[src/inc/event_irq_map.svh]
// Register offsets, field positions and reset values of the event interrupt block
`ifndef EVENT_IRQ_MAP_SVH
`define EVENT_IRQ_MAP_SVH

`define EVIRQ_ADDR_W        8
`define EVIRQ_NCH           8
`define EVIRQ_ENCLR_OFS     8'h10
`define EVIRQ_ENSET_OFS     8'h14
`define EVIRQ_FLAG_OFS      8'h18
`define EVIRQ_EVD_LSB       8
`define EVIRQ_OVR_LSB       0
`define EVIRQ_EVD_BYTE      1
`define EVIRQ_OVR_BYTE      0
`define EVIRQ_EN_RESET      8'h00
`define EVIRQ_FLAG_RESET    1'b0
`define EVIRQ_SET_DELAY     1

`endif

[src/inc/event_irq_pkg.sv]
// Types shared by the event interrupt block
package event_irq_pkg;

	typedef enum logic [1:0] {
		RESP_OKAY   = 2'b00,
		RESP_SLVERR = 2'b10
	} axi_resp_type;

	typedef enum logic [1:0] {
		SEL_NONE  = 2'b00,
		SEL_ENCLR = 2'b01,
		SEL_ENSET = 2'b11,
		SEL_FLAG  = 2'b10
	} reg_sel_type;

endpackage

[src/rtl/sticky_flag_cell.sv]
// One sticky interrupt flag with set-over-clear priority
`timescale 1ns/1ps
`default_nettype none
`include "event_irq_map.svh"

module sticky_flag_cell (
	input  wire logic aclk,
	input  wire logic aresetn,
	input  wire logic set_req,
	input  wire logic clr_req,
	output var  logic flag_r
);

	// A set in the same cycle as a clear wins, so no event is lost
	always_ff @(posedge aclk) begin
		if (!aresetn) begin
			flag_r <= `EVIRQ_FLAG_RESET;
		end else if (set_req) begin
			flag_r <= 1'b1;
		end else if (clr_req) begin
			flag_r <= 1'b0;
		end
	end

endmodule
`default_nettype wire

[src/rtl/event_channel_irq_flags.sv]
// Interrupt enables, sticky flags and AXI4-Lite access for an eight-channel event router
//
// Notes on behaviour
// - Writing one to an event-detected bit of the set register enables it.
// - Writing one to an overrun bit of the set register enables it.
// - Reading set or clear register returns current enables, one means enabled.
// - Event-detected flag is set one bus cycle after a channel event.
// - Interrupt requested when an event-detected flag and its enable are both one.
// - Asynchronous channel paths never set the event-detected flag.
// - Writing one to an event-detected flag bit clears it; zero no effect.
// - Overrun flag is set one cycle after a channel overrun condition.
// - Interrupt requested when an overrun flag and its enable are both one.
// - Asynchronous channel paths never set the overrun flag.
// - Writing one to an overrun flag bit clears it; zero no effect.
// - Writing one to the clear register disables that enable; shared state.
`timescale 1ns/1ps
`default_nettype none
`include "event_irq_map.svh"

module event_channel_irq_flags
	import event_irq_pkg::*;
#(
	parameter int NCH    = `EVIRQ_NCH,
	parameter int ADDR_W = `EVIRQ_ADDR_W
) (
	input  wire logic              aclk,
	input  wire logic              aresetn,
	input  wire logic [ADDR_W-1:0] s_axi_awaddr,
	input  wire logic [2:0]        s_axi_awprot,
	input  wire logic              s_axi_awvalid,
	output logic                   s_axi_awready,
	input  wire logic [31:0]       s_axi_wdata,
	input  wire logic [3:0]        s_axi_wstrb,
	input  wire logic              s_axi_wvalid,
	output logic                   s_axi_wready,
	output logic [1:0]             s_axi_bresp,
	output logic                   s_axi_bvalid,
	input  wire logic              s_axi_bready,
	input  wire logic [ADDR_W-1:0] s_axi_araddr,
	input  wire logic [2:0]        s_axi_arprot,
	input  wire logic              s_axi_arvalid,
	output logic                   s_axi_arready,
	output logic [31:0]            s_axi_rdata,
	output logic [1:0]             s_axi_rresp,
	output logic                   s_axi_rvalid,
	input  wire logic              s_axi_rready,
	input  wire logic [NCH-1:0]    event_detected_n,
	input  wire logic [NCH-1:0]    channel_overrun_n,
	input  wire logic [NCH-1:0]    path_async,
	output logic                   irq
);

	// Protection bits are accepted but carry no meaning here
	logic [2:0]        prot_unused;
	assign prot_unused = s_axi_awprot ^ s_axi_arprot;

	// Write channel holding registers
	logic              aw_full_r;
	logic              w_full_r;
	logic [ADDR_W-1:0] wr_addr_r;
	logic [31:0]       wr_data_r;
	logic [3:0]        wr_strb_r;
	logic              bvalid_r;
	axi_resp_type      bresp_r;

	// Read channel registers
	logic              rvalid_r;
	logic [31:0]       rdata_r;
	axi_resp_type      rresp_r;

	// Block state
	logic [NCH-1:0]    evd_en_r;
	logic [NCH-1:0]    ovr_en_r;
	logic [NCH-1:0]    evd_flag;
	logic [NCH-1:0]    ovr_flag;

	// Derived write controls
	logic              do_write;
	reg_sel_type       wr_sel;
	reg_sel_type       rd_sel;
	logic [NCH-1:0]    evd_wmask;
	logic [NCH-1:0]    ovr_wmask;
	logic [NCH-1:0]    evd_set;
	logic [NCH-1:0]    ovr_set;
	logic [NCH-1:0]    evd_clr;
	logic [NCH-1:0]    ovr_clr;
	logic [2*NCH-1:0]  flag_set;
	logic [2*NCH-1:0]  flag_clr;
	logic [2*NCH-1:0]  flag_vec;

	// Word decode; byte offset bits are ignored so any lane address hits its word
	function automatic reg_sel_type decode(input logic [ADDR_W-1:0] addr);
		logic [ADDR_W-1:0] word;
		word = {addr[ADDR_W-1:2], 2'b00};
		if (word == `EVIRQ_ENCLR_OFS) begin
			decode = SEL_ENCLR;
		end else if (word == `EVIRQ_ENSET_OFS) begin
			decode = SEL_ENSET;
		end else if (word == `EVIRQ_FLAG_OFS) begin
			decode = SEL_FLAG;
		end else begin
			decode = SEL_NONE;
		end
	endfunction

	// Address and data are taken in either order and held until the write is done
	assign s_axi_awready = !aw_full_r && !bvalid_r;
	assign s_axi_wready  = !w_full_r && !bvalid_r;
	assign do_write      = aw_full_r && w_full_r && !bvalid_r;
	assign wr_sel        = decode(wr_addr_r);
	assign rd_sel        = decode(s_axi_araddr);

	always_ff @(posedge aclk) begin
		if (!aresetn) begin
			aw_full_r <= 1'b0;
			wr_addr_r <= '0;
		end else if (s_axi_awvalid && s_axi_awready) begin
			aw_full_r <= 1'b1;
			wr_addr_r <= s_axi_awaddr;
		end else if (do_write) begin
			aw_full_r <= 1'b0;
		end
	end

	always_ff @(posedge aclk) begin
		if (!aresetn) begin
			w_full_r  <= 1'b0;
			wr_data_r <= 32'h0000_0000;
			wr_strb_r <= 4'h0;
		end else if (s_axi_wvalid && s_axi_wready) begin
			w_full_r  <= 1'b1;
			wr_data_r <= s_axi_wdata;
			wr_strb_r <= s_axi_wstrb;
		end else if (do_write) begin
			w_full_r <= 1'b0;
		end
	end

	// Write response; unmapped addresses answer with a slave error
	always_ff @(posedge aclk) begin
		if (!aresetn) begin
			bvalid_r <= 1'b0;
			bresp_r  <= RESP_OKAY;
		end else if (do_write) begin
			bvalid_r <= 1'b1;
			bresp_r  <= (wr_sel == SEL_NONE) ? RESP_SLVERR : RESP_OKAY;
		end else if (s_axi_bready) begin
			bvalid_r <= 1'b0;
		end
	end

	assign s_axi_bvalid = bvalid_r;
	assign s_axi_bresp  = bresp_r;

	// Byte lanes gate which half of the write takes effect
	assign evd_wmask = wr_strb_r[`EVIRQ_EVD_BYTE] ? wr_data_r[`EVIRQ_EVD_LSB +: NCH] : '0;
	assign ovr_wmask = wr_strb_r[`EVIRQ_OVR_BYTE] ? wr_data_r[`EVIRQ_OVR_LSB +: NCH] : '0;

	// One enable state shared by the set and clear registers
	always_ff @(posedge aclk) begin
		if (!aresetn) begin
			evd_en_r <= `EVIRQ_EN_RESET;
		end else if (do_write && wr_sel == SEL_ENSET) begin
			evd_en_r <= evd_en_r | evd_wmask;
		end else if (do_write && wr_sel == SEL_ENCLR) begin
			evd_en_r <= evd_en_r & ~evd_wmask;
		end
	end

	always_ff @(posedge aclk) begin
		if (!aresetn) begin
			ovr_en_r <= `EVIRQ_EN_RESET;
		end else if (do_write && wr_sel == SEL_ENSET) begin
			ovr_en_r <= ovr_en_r | ovr_wmask;
		end else if (do_write && wr_sel == SEL_ENCLR) begin
			ovr_en_r <= ovr_en_r & ~ovr_wmask;
		end
	end

	// Asynchronous paths bypass the bus clock, so their flags stay dark
	assign evd_set = event_detected_n & ~path_async;
	assign ovr_set = channel_overrun_n & ~path_async;
	assign evd_clr = (do_write && wr_sel == SEL_FLAG) ? evd_wmask : '0;
	assign ovr_clr = (do_write && wr_sel == SEL_FLAG) ? ovr_wmask : '0;

	assign flag_set = {evd_set, ovr_set};
	assign flag_clr = {evd_clr, ovr_clr};

	genvar gi;
	generate
		for (gi = 0; gi < 2 * NCH; gi++) begin : g_flag
			sticky_flag_cell u_cell (
				.aclk    (aclk),
				.aresetn (aresetn),
				.set_req (flag_set[gi]),
				.clr_req (flag_clr[gi]),
				.flag_r  (flag_vec[gi])
			);
		end
	endgenerate

	assign evd_flag = flag_vec[NCH +: NCH];
	assign ovr_flag = flag_vec[0 +: NCH];

	// Combinational request so it follows flags and enables without extra delay
	assign irq = |(evd_flag & evd_en_r) | |(ovr_flag & ovr_en_r);

	// Read path; one read at a time, answered the cycle after the address is taken
	assign s_axi_arready = !rvalid_r;

	always_ff @(posedge aclk) begin
		if (!aresetn) begin
			rvalid_r <= 1'b0;
			rdata_r  <= 32'h0000_0000;
			rresp_r  <= RESP_OKAY;
		end else if (s_axi_arvalid && s_axi_arready) begin
			rvalid_r <= 1'b1;
			rresp_r  <= RESP_OKAY;
			unique case (rd_sel)
				SEL_ENCLR, SEL_ENSET: begin
					rdata_r <= {16'h0000, evd_en_r, ovr_en_r};
				end
				SEL_FLAG: begin
					rdata_r <= {16'h0000, evd_flag, ovr_flag};
				end
				SEL_NONE: begin
					rdata_r <= 32'h0000_0000;
					rresp_r <= RESP_SLVERR;
				end
			endcase
		end else if (s_axi_rready) begin
			rvalid_r <= 1'b0;
		end
	end

	assign s_axi_rvalid = rvalid_r;
	assign s_axi_rdata  = rdata_r;
	assign s_axi_rresp  = rresp_r;

	// Checks kept beside the logic they watch

	enset_evd_a: assert property (
		@(posedge aclk) disable iff (!aresetn)
		do_write && wr_sel == SEL_ENSET
		|=> ((evd_en_r & $past(evd_wmask)) == $past(evd_wmask))
			&& ((evd_en_r & ~$past(evd_wmask)) == ($past(evd_en_r) & ~$past(evd_wmask))))
		else $error("event-detected enable not set by write");

	enset_ovr_a: assert property (
		@(posedge aclk) disable iff (!aresetn)
		do_write && wr_sel == SEL_ENSET
		|=> ((ovr_en_r & $past(ovr_wmask)) == $past(ovr_wmask))
			&& ((ovr_en_r & ~$past(ovr_wmask)) == ($past(ovr_en_r) & ~$past(ovr_wmask))))
		else $error("overrun enable not set by write");

	read_enable_a: assert property (
		@(posedge aclk) disable iff (!aresetn)
		s_axi_arvalid && s_axi_arready && (rd_sel == SEL_ENSET || rd_sel == SEL_ENCLR)
		|=> s_axi_rvalid && s_axi_rdata == {16'h0000, $past(evd_en_r), $past(ovr_en_r)})
		else $error("enable read returned wrong state");

	evd_set_a: assert property (
		@(posedge aclk) disable iff (!aresetn)
		(|evd_set) |=> ((evd_flag & $past(evd_set)) == $past(evd_set)))
		else $error("event-detected flag missed a channel event");

	evd_irq_a: assert property (
		@(posedge aclk) disable iff (!aresetn)
		(|(evd_flag & evd_en_r)) |-> irq)
		else $error("enabled event-detected flag without request");

	evd_async_a: assert property (
		@(posedge aclk) disable iff (!aresetn)
		##1 ((evd_flag & ~$past(evd_flag) & $past(path_async)) == '0))
		else $error("event-detected flag set on asynchronous path");

	evd_clear_a: assert property (
		@(posedge aclk) disable iff (!aresetn)
		(|evd_clr) ##1 (|($past(evd_clr) & ~$past(evd_set) & evd_flag))[*1] |-> 1'b0)
		else $error("event-detected flag survived a clear");

	ovr_set_a: assert property (
		@(posedge aclk) disable iff (!aresetn)
		(|ovr_set) |-> ##`EVIRQ_SET_DELAY ((ovr_flag & $past(ovr_set)) == $past(ovr_set)))
		else $error("overrun flag missed a condition");

	ovr_irq_a: assert property (
		@(posedge aclk) disable iff (!aresetn)
		(|(ovr_flag & ovr_en_r)) |-> irq)
		else $error("enabled overrun flag without request");

	ovr_async_a: assert property (
		@(posedge aclk) disable iff (!aresetn)
		$changed(ovr_flag) |-> ((ovr_flag & ~$past(ovr_flag) & $past(path_async)) == '0))
		else $error("overrun flag set on asynchronous path");

	ovr_clear_a: assert property (
		@(posedge aclk) disable iff (!aresetn)
		(|ovr_clr) |=> ((ovr_flag & $past(ovr_clr) & ~$past(ovr_set)) == '0)
			&& ((ovr_flag & ~$past(ovr_clr)) == ($past(ovr_flag | ovr_set) & ~$past(ovr_clr))))
		else $error("overrun flag clear misbehaved");

	enclr_a: assert property (
		@(posedge aclk) disable iff (!aresetn)
		do_write && wr_sel == SEL_ENCLR
		|=> ((evd_en_r & $past(evd_wmask)) == '0) && ((ovr_en_r & $past(ovr_wmask)) == '0)
			&& (evd_en_r == ($past(evd_en_r) & ~$past(evd_wmask))))
		else $error("enable clear write misbehaved");

	irq_or_a: assert property (
		@(posedge aclk) disable iff (!aresetn)
		irq == ((|(evd_flag & evd_en_r)) || (|(ovr_flag & ovr_en_r))))
		else $error("request does not match enabled flags");

	flag_hold_a: assert property (
		@(posedge aclk) disable iff (!aresetn)
		(evd_flag != '0) && !do_write |=> ((evd_flag & $past(evd_flag)) == $past(evd_flag)))
		else $error("event-detected flag dropped without a clear");

endmodule
`default_nettype wire

[config.mk]
export PLATFORM = sky130hd
export DESIGN_NAME = event_channel_irq_flags
export DESIGN_NICKNAME = d
export VERILOG_FILES = /design/src/inc/event_irq_pkg.sv /design/src/rtl/sticky_flag_cell.sv /design/src/rtl/event_channel_irq_flags.sv
export VERILOG_INCLUDE_DIRS = /design/src /design/src/inc
export SDC_FILE = /design/constraint.sdc
export NUM_CORES = 1
export LEC_CHECK = 0
export ABC_AREA = 1
export ABC_CLOCK_PERIOD_IN_PS = 1400
export BUFFER_PORTS_ARGS = -buffer_cell sky130_fd_sc_hd__buf_2
export CORE_MARGIN = 3
export CORE_UTILIZATION = 35
export DETAILED_ROUTE_END_ITERATION = 7
export HOLD_SLACK_MARGIN = 0.03
export PLACE_DENSITY = 0.65
export SLEW_MARGIN = 20
export SYNTH_ARGS = -nofsm -noshare
export SYNTH_HDL_FRONTEND = slang
export SYNTH_SLANG_ARGS = --single-unit
[constraint.sdc]
create_clock -name aclk -period 1.4 [get_ports aclk]
set_clock_uncertainty 0.2 [all_clocks]
set_input_delay 0.07 -clock aclk [delete_from_list [all_inputs] [get_ports aclk]]
set_output_delay 0.07 -clock aclk [all_outputs]
set_load 0.02 [all_outputs]
# Yosys cells after proc, flatten, opt, wreduce, memory -nomap -nowiden
# Index checks and enable logic that the tools add are counted.
# Widths: inputs -> output; s select.
[totals] ff_bits=98 output_inout_bits=42
[classes] eq_ne=12 n_mux=56 bitwise_logic=12 reduce_logical=40
[ops] cell="$pmux 32 s3" count=1
[ops] cell="$mux 8" count=8
[ops] cell="$and 8x8->8" count=6
[ops] cell="$reduce_bool 2->1" count=21
[ops] cell="$mux 1" count=39
[ops] cell="$eq 6x3->1 const B" count=6
[ops] cell="$not 8->8" count=3
[ops] cell="$mux 2" count=8
[ops] cell="$or 8x8->8" count=2
[ops] cell="$reduce_or 8->1" count=2
[ops] cell="$logic_and 1x1->1" count=10
[ops] cell="$eq 2x2->1 const B" count=4
[ops] cell="$eq 2x1->1 const B" count=2
[ops] cell="$logic_not 1->1" count=4
[ops] cell="$logic_not 2->1" count=2
[ops] cell="$reduce_or 2->1" count=1
[ops] cell="$or 1x1->1" count=1

# Longest topological paths before layout
# Gate-level depths: netlist of run 1.
[logic_depth] ltp_word=9 mapped_depth=9 depth_no_buf=8

# Cells and area by module
# From an unflattened synthesis of run 1, not the netlist that was laid out.
[hier_totals] cells_unflattened=610 area_unflattened_um2=4020.1
[modules_own_cells] module="event_channel_irq_flags" n_inst=1 cells_per_inst=514 area_each_um2=3319.4
[modules_own_cells] module="sticky_flag_cell" n_inst=16 cells_per_inst=6 area_each_um2=43.8

# Worst setup path after synthesis of run 1
# OpenSTA, ideal clock, no wires.
[synth_path] path_kind="register to register" start="reg bvalid_r (netlist: s_axi_bvalid)" end="reg wr_data_r[5]" setup_ns=0.065 arrival_time_ns=1.448 slack_ns=-0.313 path_stages_with_launch=8 path_buffers=2 period_less_slack_ns=1.713 path_cell_list="dfxtp_1 > nor2_1 > nand2_1 > buf_4 > inv_4 > buf_4 > nor2_1 > nor2_1"
[synth_via] elab_chain_len=3
[synth_rtl] element="start: declaration" line="event_channel_irq_flags.sv:63" source="logic bvalid_r;"
[synth_rtl] element="start signal: assignment" line="event_channel_irq_flags.sv:142" source="bvalid_r <= 1'b0;"
[synth_rtl] element="start signal: assignment" line="event_channel_irq_flags.sv:145" source="bvalid_r <= 1'b1;"
[synth_rtl] element="start signal: assignment" line="event_channel_irq_flags.sv:148" source="bvalid_r <= 1'b0;"
[synth_rtl] element="$logic_not 1->1" line="event_channel_irq_flags.sv:108" source="assign s_axi_wready = !w_full_r && !bvalid_r;"
[synth_rtl] element="$logic_and 1x1->1" line="event_channel_irq_flags.sv:108"
[synth_rtl] element="net s_axi_wready" line="event_channel_irq_flags.sv:35" source="output logic s_axi_wready,"
[synth_rtl] element="$logic_and 1x1->1" line="event_channel_irq_flags.sv:130" source="end else if (s_axi_wvalid && s_axi_wready) begin"
[synth_rtl] element="end signal: assignment" line="event_channel_irq_flags.sv:132" source="wr_data_r <= s_axi_wdata;"
[synth_rtl] element="end: declaration" line="event_channel_irq_flags.sv:61" source="logic [31:0] wr_data_r;"
# The timed path passes the listed nets, and every way through them passes these cells.
# A chain may end at the register's enable or synchronous reset.

==> qor.yml, run 1 <==
clock_network:
  clkSlewWorstSetupHoldPaths_ns: 0.08
  cts_tree: "built"
  ctsHtreeMaxLevel: 3
  numCtsBuffers: 9
  ctsRootBufferMaster: "clkbuf_8"
  clockBufferDepth: 2
  clock-sinks: 78
  clock_latency_ns: 0.35
run:
  drv_cap: 0
worst_setup_path:
  cp_max_fo: 2
  worst-path-buf-inv: 1
  endpoint_kind: "primary output"
  max_stage_delay_ns: 0.33
  critical_path_class: "reg -> out"
  crit_arrival_ns: 1.38
  worstSetupStartpointType: "flip-flop"
  cp_top_family: "simple AND/OR/NAND/NOR gates"
  crit_required_ns: 1.13
  crit_slowest_cell: "dfxtp_1"
  path_cells: "nand2_1 -> nand4_1 -> nor3_2 -> nand3_2 -> buf_6"
timing:
  min_period_ns: 1.65
  finalHoldViolations: 0
  slew_viol_final: 0
  setup_violations: 33
  rsz0062_at_grt: "true"
  fin_ws_ns: -0.254
  fin_crit_sh_pct: 118
  fmax_mhz: 605
synthesis:
  seq_area_frac_synth_pct: 42.8
  yosys_warnings: 0
  synth_edf_count: 0
  avgSynthCellArea_um2: 6.91
  synthCells: 528
  yosys-top-cells-count: "nor2_1, dfxtp_1, nand2_1"
  async_reset_ff_share_pct: 0
  synth_top_area_share_pct: 42.8
  synthFlopType: "dfxtp_1"
  synth_top_cell_by_area: "dfxtp_1"
  synth.distinct_cells: 24
  synth-seq-cells: 78
  netlist_area_um2: 3650
  synth_most_common_cell: "nor2_1"
  yosys-top-cells-area: "dfxtp_1, nor2_1, nand2_1, nand3_1, inv_1"
finish:
  num-fill-cells: 867
  diodes: 0
  syn_to_final_growth_pct: 52.0
  fin_nets: 779
  multi_input_area_um2: 1850
  seq_area_um2: 1580
  drive_gt1_share_pct: 29.4
  instances_no_fill: 828
  final_area_um2: 5540
floorplan:
  ios: 131
  die-area_um2: 11700
  fp-row-count: 36
  coreArea_um2: 9950
  initial_utilization_pct: 36.7
  die-height_um: 108
  fp.dieW_um: 108
power_and_ir_drop:
  internal-power_mw: 3.68
  power_mw: 5.20
  ir_worst_vdd_mv: 0.473
  combPwrFrac_pct: 19.8
  seqPwrFrac_pct: 47.4
  power_density_nw_per_um2: 937
  p_leak_nw: 2.45
  p_sw_mw: 1.51
  clockPowerShare_pct: 32.8
  p_sw_share_pct: 29.1
detailed_routing:
  wl_um: 11400
  wire_per_inst_um: 13.8
  initialDrtViolationCount: 337
  drc_errors: 0
  dr_total_vias: 4036
  viasPerCell: 4.87
  ant_nets: 0
  first_pass_iters: 5
global_route:
  grt_pass1_vias: 3683
  grt_max_degree: 36
  grtUsageTotal_pct: 18.7
  antenna_found_initial: 0
  grt_pass1_wl_um: 17400
  grt_overflow: 0
place:
  placed_area_um2: 4310
  dp_cells: 739
  routabilityCongestion: 0.807
  port_buffers: 84
  post-dp-hpwl_um: 6960
worst_hold_path:
  hold_path.class: "in -> reg"
run_status:
  violations: "negative setup slack"
  outcome: "finished with violations"
==> repair_timing <==
action / in CTS / in global routing
buffers inserted: 6 / 6
pin swaps: 20 / 24
hold endpoints to repair: 62 / 0
setup endpoints to repair: 17 / 51
gates cloned: 3 / 4
hold buffers: 57 / 0
resized for setup: 29 / 40
==> routing by layer <==
| layer | part of all wire [%] | GRT usage (%) | vias to the layer above | wire length [um] |
|---|---|---|---|---|
| met5 | 0 | 0 | - | 0 |
| met4 | 1.7 | 5.32 | 0 | 197 |
| met2 | 48 | 30.9 | 200 | 5420 |
| met3 | 8.3 | 4.96 | 23 | 945 |
| met1 | 42 | 24.0 | 1798 | 4840 |
| li1 | - | - | 2015 | - |
==> final cells by class <==
| class | count | area share (%) |
|---|---|---|
| multi-input combinational | 360 | 33.3 |
| sequential | 78 | 28.5 |
| timing repair buffer | 180 | 27.1 |
| inverter | 61 | 4.56 |
| tap | 133 | 3.00 |
| clock buffer | 11 | 2.55 |
| clock inverter | 5 | 1.06 |
==> placed cells by master, fill, tap and decap left out, drive strengths merged <==
| master | n |
|---|---|
| conb | 18 |
| buf | 120 |
| clkinv | 6 |
| clkinvlp | 2 |
| a21oi | 36 |
| clkbuf | 14 |
| dfxtp | 78 |
| nand3 | 42 |
| nor2 | 100 |
| o21a | 1 |
| o22ai | 2 |
| nor3 | 1 |
| nand4 | 27 |
| o21ai | 46 |
| bufinv | 1 |
| nand2 | 73 |
| a31oi | 14 |
| inv | 57 |
| dlygate4sd3 | 57 |
==> kinds of logic (layout without fill, tap and decap cells) <==
family | Yosys count | in the layout | synth area share (%)
compound gates | 99 | 99 | 14.2
other cells | 1 | 18 | 0.103
flops | 78 | 78 | 42.8
buf+inv | 107 | 257 | 13.7
simple gates | 243 | 243 | 29.2
==> worst reg2reg max path, delay by kind of cell (launching register included) <==
family,cells,cell delay [ns]
flops,1,0.38
buf+inv,3,0.31
simple gates,7,0.58
==> worst paths after layout <==
| path | start | endpoint | slack [ns] | depth (start not counted) |
|---|---|---|---|---|
| max | flip-flop | irq | -0.25 | 5 |
| min | s_axi_arvalid | s_axi_rdata[13] | 0.06 | 5 |
| max reg2reg | aw_full_r | flip-flop | -0.14 | 10 |
| min reg2reg | wr_data_r[10] | wr_data_r[10] | 0.29 | 2 |
==> per-stage QoR <==
stage / hold slack [ns] / TNS [ns] / setup WS (ns) / util (%)
final: 0.0609 / -2.69 / -0.254 / 55.7
after global routing: 0.0761 / -4.85 / -0.322 / 55.7
after CTS: 0.0463 / -1.88 / -0.229 / 53.6
after detailed placement: 0.109 / -0.0989 / -0.0195 / 43.3
after global placement: 0.108 / 0 / 0.0106 / 43.3
after floorplan: 0.00831 / 0 / 0.00236 / -
==> power groups by stage <==
stage | clock (mW) | sequential, mW | combinational, mW
2_1_floorplan | 0 | 2.53 | 0.494
3_3_place_gp | 0 | 2.51 | 0.765
3_5_place_dp | 0 | 2.51 | 0.778
4_1_cts | 1.72 | 2.46 | 0.926
5_1_grt | 1.83 | 2.48 | 1.13
6_report | 1.70 | 2.46 | 1.03
Note: power is estimated with default switching activity, not from simulation.
==> inputs of run 2 (changes only) <==
--- a/config.mk
+++ b/config.mk
@@ -8,5 +8,5 @@
 export LEC_CHECK = 0
 export ABC_AREA = 1
-export ABC_CLOCK_PERIOD_IN_PS = 1400
+export ABC_CLOCK_PERIOD_IN_PS = 2100
 export BUFFER_PORTS_ARGS = -buffer_cell sky130_fd_sc_hd__buf_2
 export CORE_MARGIN = 3
@@ -14,5 +14,5 @@
 export DETAILED_ROUTE_END_ITERATION = 7
 export HOLD_SLACK_MARGIN = 0.03
-export PLACE_DENSITY = 0.65
+export PLACE_DENSITY = 0.63
 export SLEW_MARGIN = 20
 export SYNTH_ARGS = -nofsm -noshare
==> constraint.sdc (replaced) <==
create_clock -name aclk -period 2.1 [get_ports aclk]
set_clock_uncertainty 0.2 [all_clocks]
set_input_delay 0.21 -clock aclk [delete_from_list [all_inputs] [get_ports aclk]]
set_output_delay 0.21 -clock aclk [all_outputs]
set_load 0.02 [all_outputs]
==> run 2 against run 1 <==
Against the previous run:
- the flow now finishes without violations
- count of clock-buffer cells in the layout increased by 2
- sequential share of layout area rose by 4.1 points
- setup slack gained 0.44 ns
- power shrank 39%
- sequential cell count did not move
- register-to-register slack better by 0.50 ns
- core utilization fell by 7.5 points
- critical endpoint is now s_axi_rdata[14]
- largest cell class unchanged
- largest power group unchanged
==> qor.yml, run 2 (synthesized netlist as in run 1, its figures left out) <==
place:
  post-dp-hpwl_um: 6870
  port_buffers: 84
  routabilityCongestion: 0.804
power_and_ir_drop:
  ir_worst_vdd_mv: 0.373
  combPwrFrac_pct: 17.3
  clockPowerShare_pct: 31.0
  power_density_nw_per_um2: 662
  p_sw_mw: 0.922
  seqPwrFrac_pct: 51.7
  internal-power_mw: 2.26
  p_leak_nw: 2.16
  p_sw_share_pct: 29.0
clock_network:
  clockBufferDepth: 2
  ctsRootBufferMaster: "clkbuf_8"
  postCtsSetupRepairBufs: 0
  cts_tree: "built"
  clock_latency_ns: 0.35
  ctsHtreeMaxLevel: 3
  ctsResizeCount: 0
  numCtsBuffers: 9
  clock-sinks: 78
  clkSlewWorstSetupHoldPaths_ns: 0.08
detailed_routing:
  drc_errors: 0
  viasPerCell: 4.74
  wl_um: 9700
  first_pass_iters: 5
  wire_per_inst_um: 12.2
  ant_nets: 0
  dr_total_vias: 3766
  initialDrtViolationCount: 296
global_route:
  grt_pass1_vias: 3399
  grt_max_degree: 36
  grtUsageTotal_pct: 16.7
  grt_overflow: 0
  grt_pass1_wl_um: 15700
  antenna_found_initial: 0
worst_setup_path:
  worst-path-buf-inv: 2
  path_cells: "dlygate4sd3_1 -> buf_2 -> nor2_1 -> nand2_1 -> nor2_1 -> nor2_1 -> nor2_1"
  crit_slowest_cell: "nor2_1"
  cp_top_family: "simple AND/OR/NAND/NOR gates"
  crit_arrival_ns: 1.99
  max_stage_delay_ns: 0.61
  cp_max_fo: 13
  critical_path_class: "in -> reg"
  worstSetupStartpointType: "input pin"
  endpoint_kind: "flip-flop"
  rrSetupSlack_ns: 0.36
  crit_required_ns: 2.18
  cpMostUsedCell: "nor2_1"
run:
  drv_cap: 0
floorplan:
  fp.dieW_um: 108
  fp-row-count: 36
  initial_utilization_pct: 36.7
  coreArea_um2: 9950
  die-area_um2: 11700
  die-height_um: 108
  ios: 131
timing:
  rsz0062_at_grt: "false"
  setup_violations: 0
  min_period_ns: 1.91
  fin_crit_sh_pct: 90.9
  finalSetupTns_ns: 0
  holdWs_ns: 0.0475
  max-slew-margin-rel_pct: 47.4
  finalHoldViolations: 0
  fmax_mhz: 524
  slew_viol_final: 0
  worst_slew_pin_slew_ns: 0.786
finish:
  final_common_cell: "nor2_1"
  syn_to_final_growth_pct: 31.6
  num-fill-cells: 986
  mostFrequentLayoutCells: "nor2_1, buf_2, dfxtp_1"
  diodes: 0
  drive_gt1_share_pct: 18.8
  final_core_util_pct: 48.2
  fin_nets: 745
worst_hold_path:
  hold_path.class: "in -> reg"
run_status:
  outcome: "complete, no violations"
## run 2: area by class of cell
type	count	area [um^2]	area share, %
sequential	78	1560	32.5
clock buffer	13	149	3.10
clock inverter	3	20.0	0.417
tap	133	166	3.47
timing repair buffer	146	1020	21.2
multi-input combinational	360	1650	34.4
inverter	61	236	4.92
## run 2: worst reg2reg max path, cell delays in order (launching register included)
cell,delay [ns]
dfxtp_1,0.45
inv_2,0.23
nand2_1,0.09
nor2_2,0.08
buf_4,0.22
nand4_1,0.14
a21oi_1,0.16
nor2_1,0.05
## run 2: worst paths after layout
| kind | startpoint | to | cells past startpoint |
|---|---|---|---|
| setup / recovery | s_axi_araddr[2] | s_axi_rdata[14] | 7 |
| hold / removal | channel_overrun_n[6] | g_flag[6].u_cell.flag_r | 5 |
| setup reg to reg | wr_addr_r[2] | g_flag[0].u_cell.flag_r | 7 |
| hold reg to reg | flip-flop | flip-flop | 2 |
## run 2: stage by stage
stage | setup WS [ns] | instances | total power, mW | instance area [um^2]
CTS | 0.207 | 794 | 3.21 | 4800
global placement | 0.353 | 726 | 2.14 | 4110
global route | 0.00473 | 794 | 3.35 | 4800
detailed placement | 0.294 | 726 | 2.15 | 4110
floorplan | 0.387 | 545 | 2.01 | 3710
finish | 0.190 | 794 | 3.18 | 4800
## run 2: layer usage
layer  up-vias  GRT usage (%)  routed length [um]
li1       1948              -                   -
met1      1665           22.6                4630
met2       141           25.4                4260
met3        12           4.66                 624
met4         0           6.40                 176
met5         -              0                   0
## run 2: power by group through the flow
| stage | clock network [mW] | logic [mW] | registers, mW |
|---|---|---|---|
| 2_1_floorplan | 0 | 0.326 | 1.68 |
| 3_3_place_gp | 0 | 0.466 | 1.67 |
| 3_5_place_dp | 0 | 0.475 | 1.68 |
| 4_1_cts | 1.02 | 0.549 | 1.64 |
| 5_1_grt | 1.08 | 0.618 | 1.66 |
| 6_report | 0.987 | 0.551 | 1.64 |
## run 2: repair_timing
action,in CTS,in global routing
hold endpoints to repair,43,0
setup endpoints to repair,0,0
hold buffers,52,0
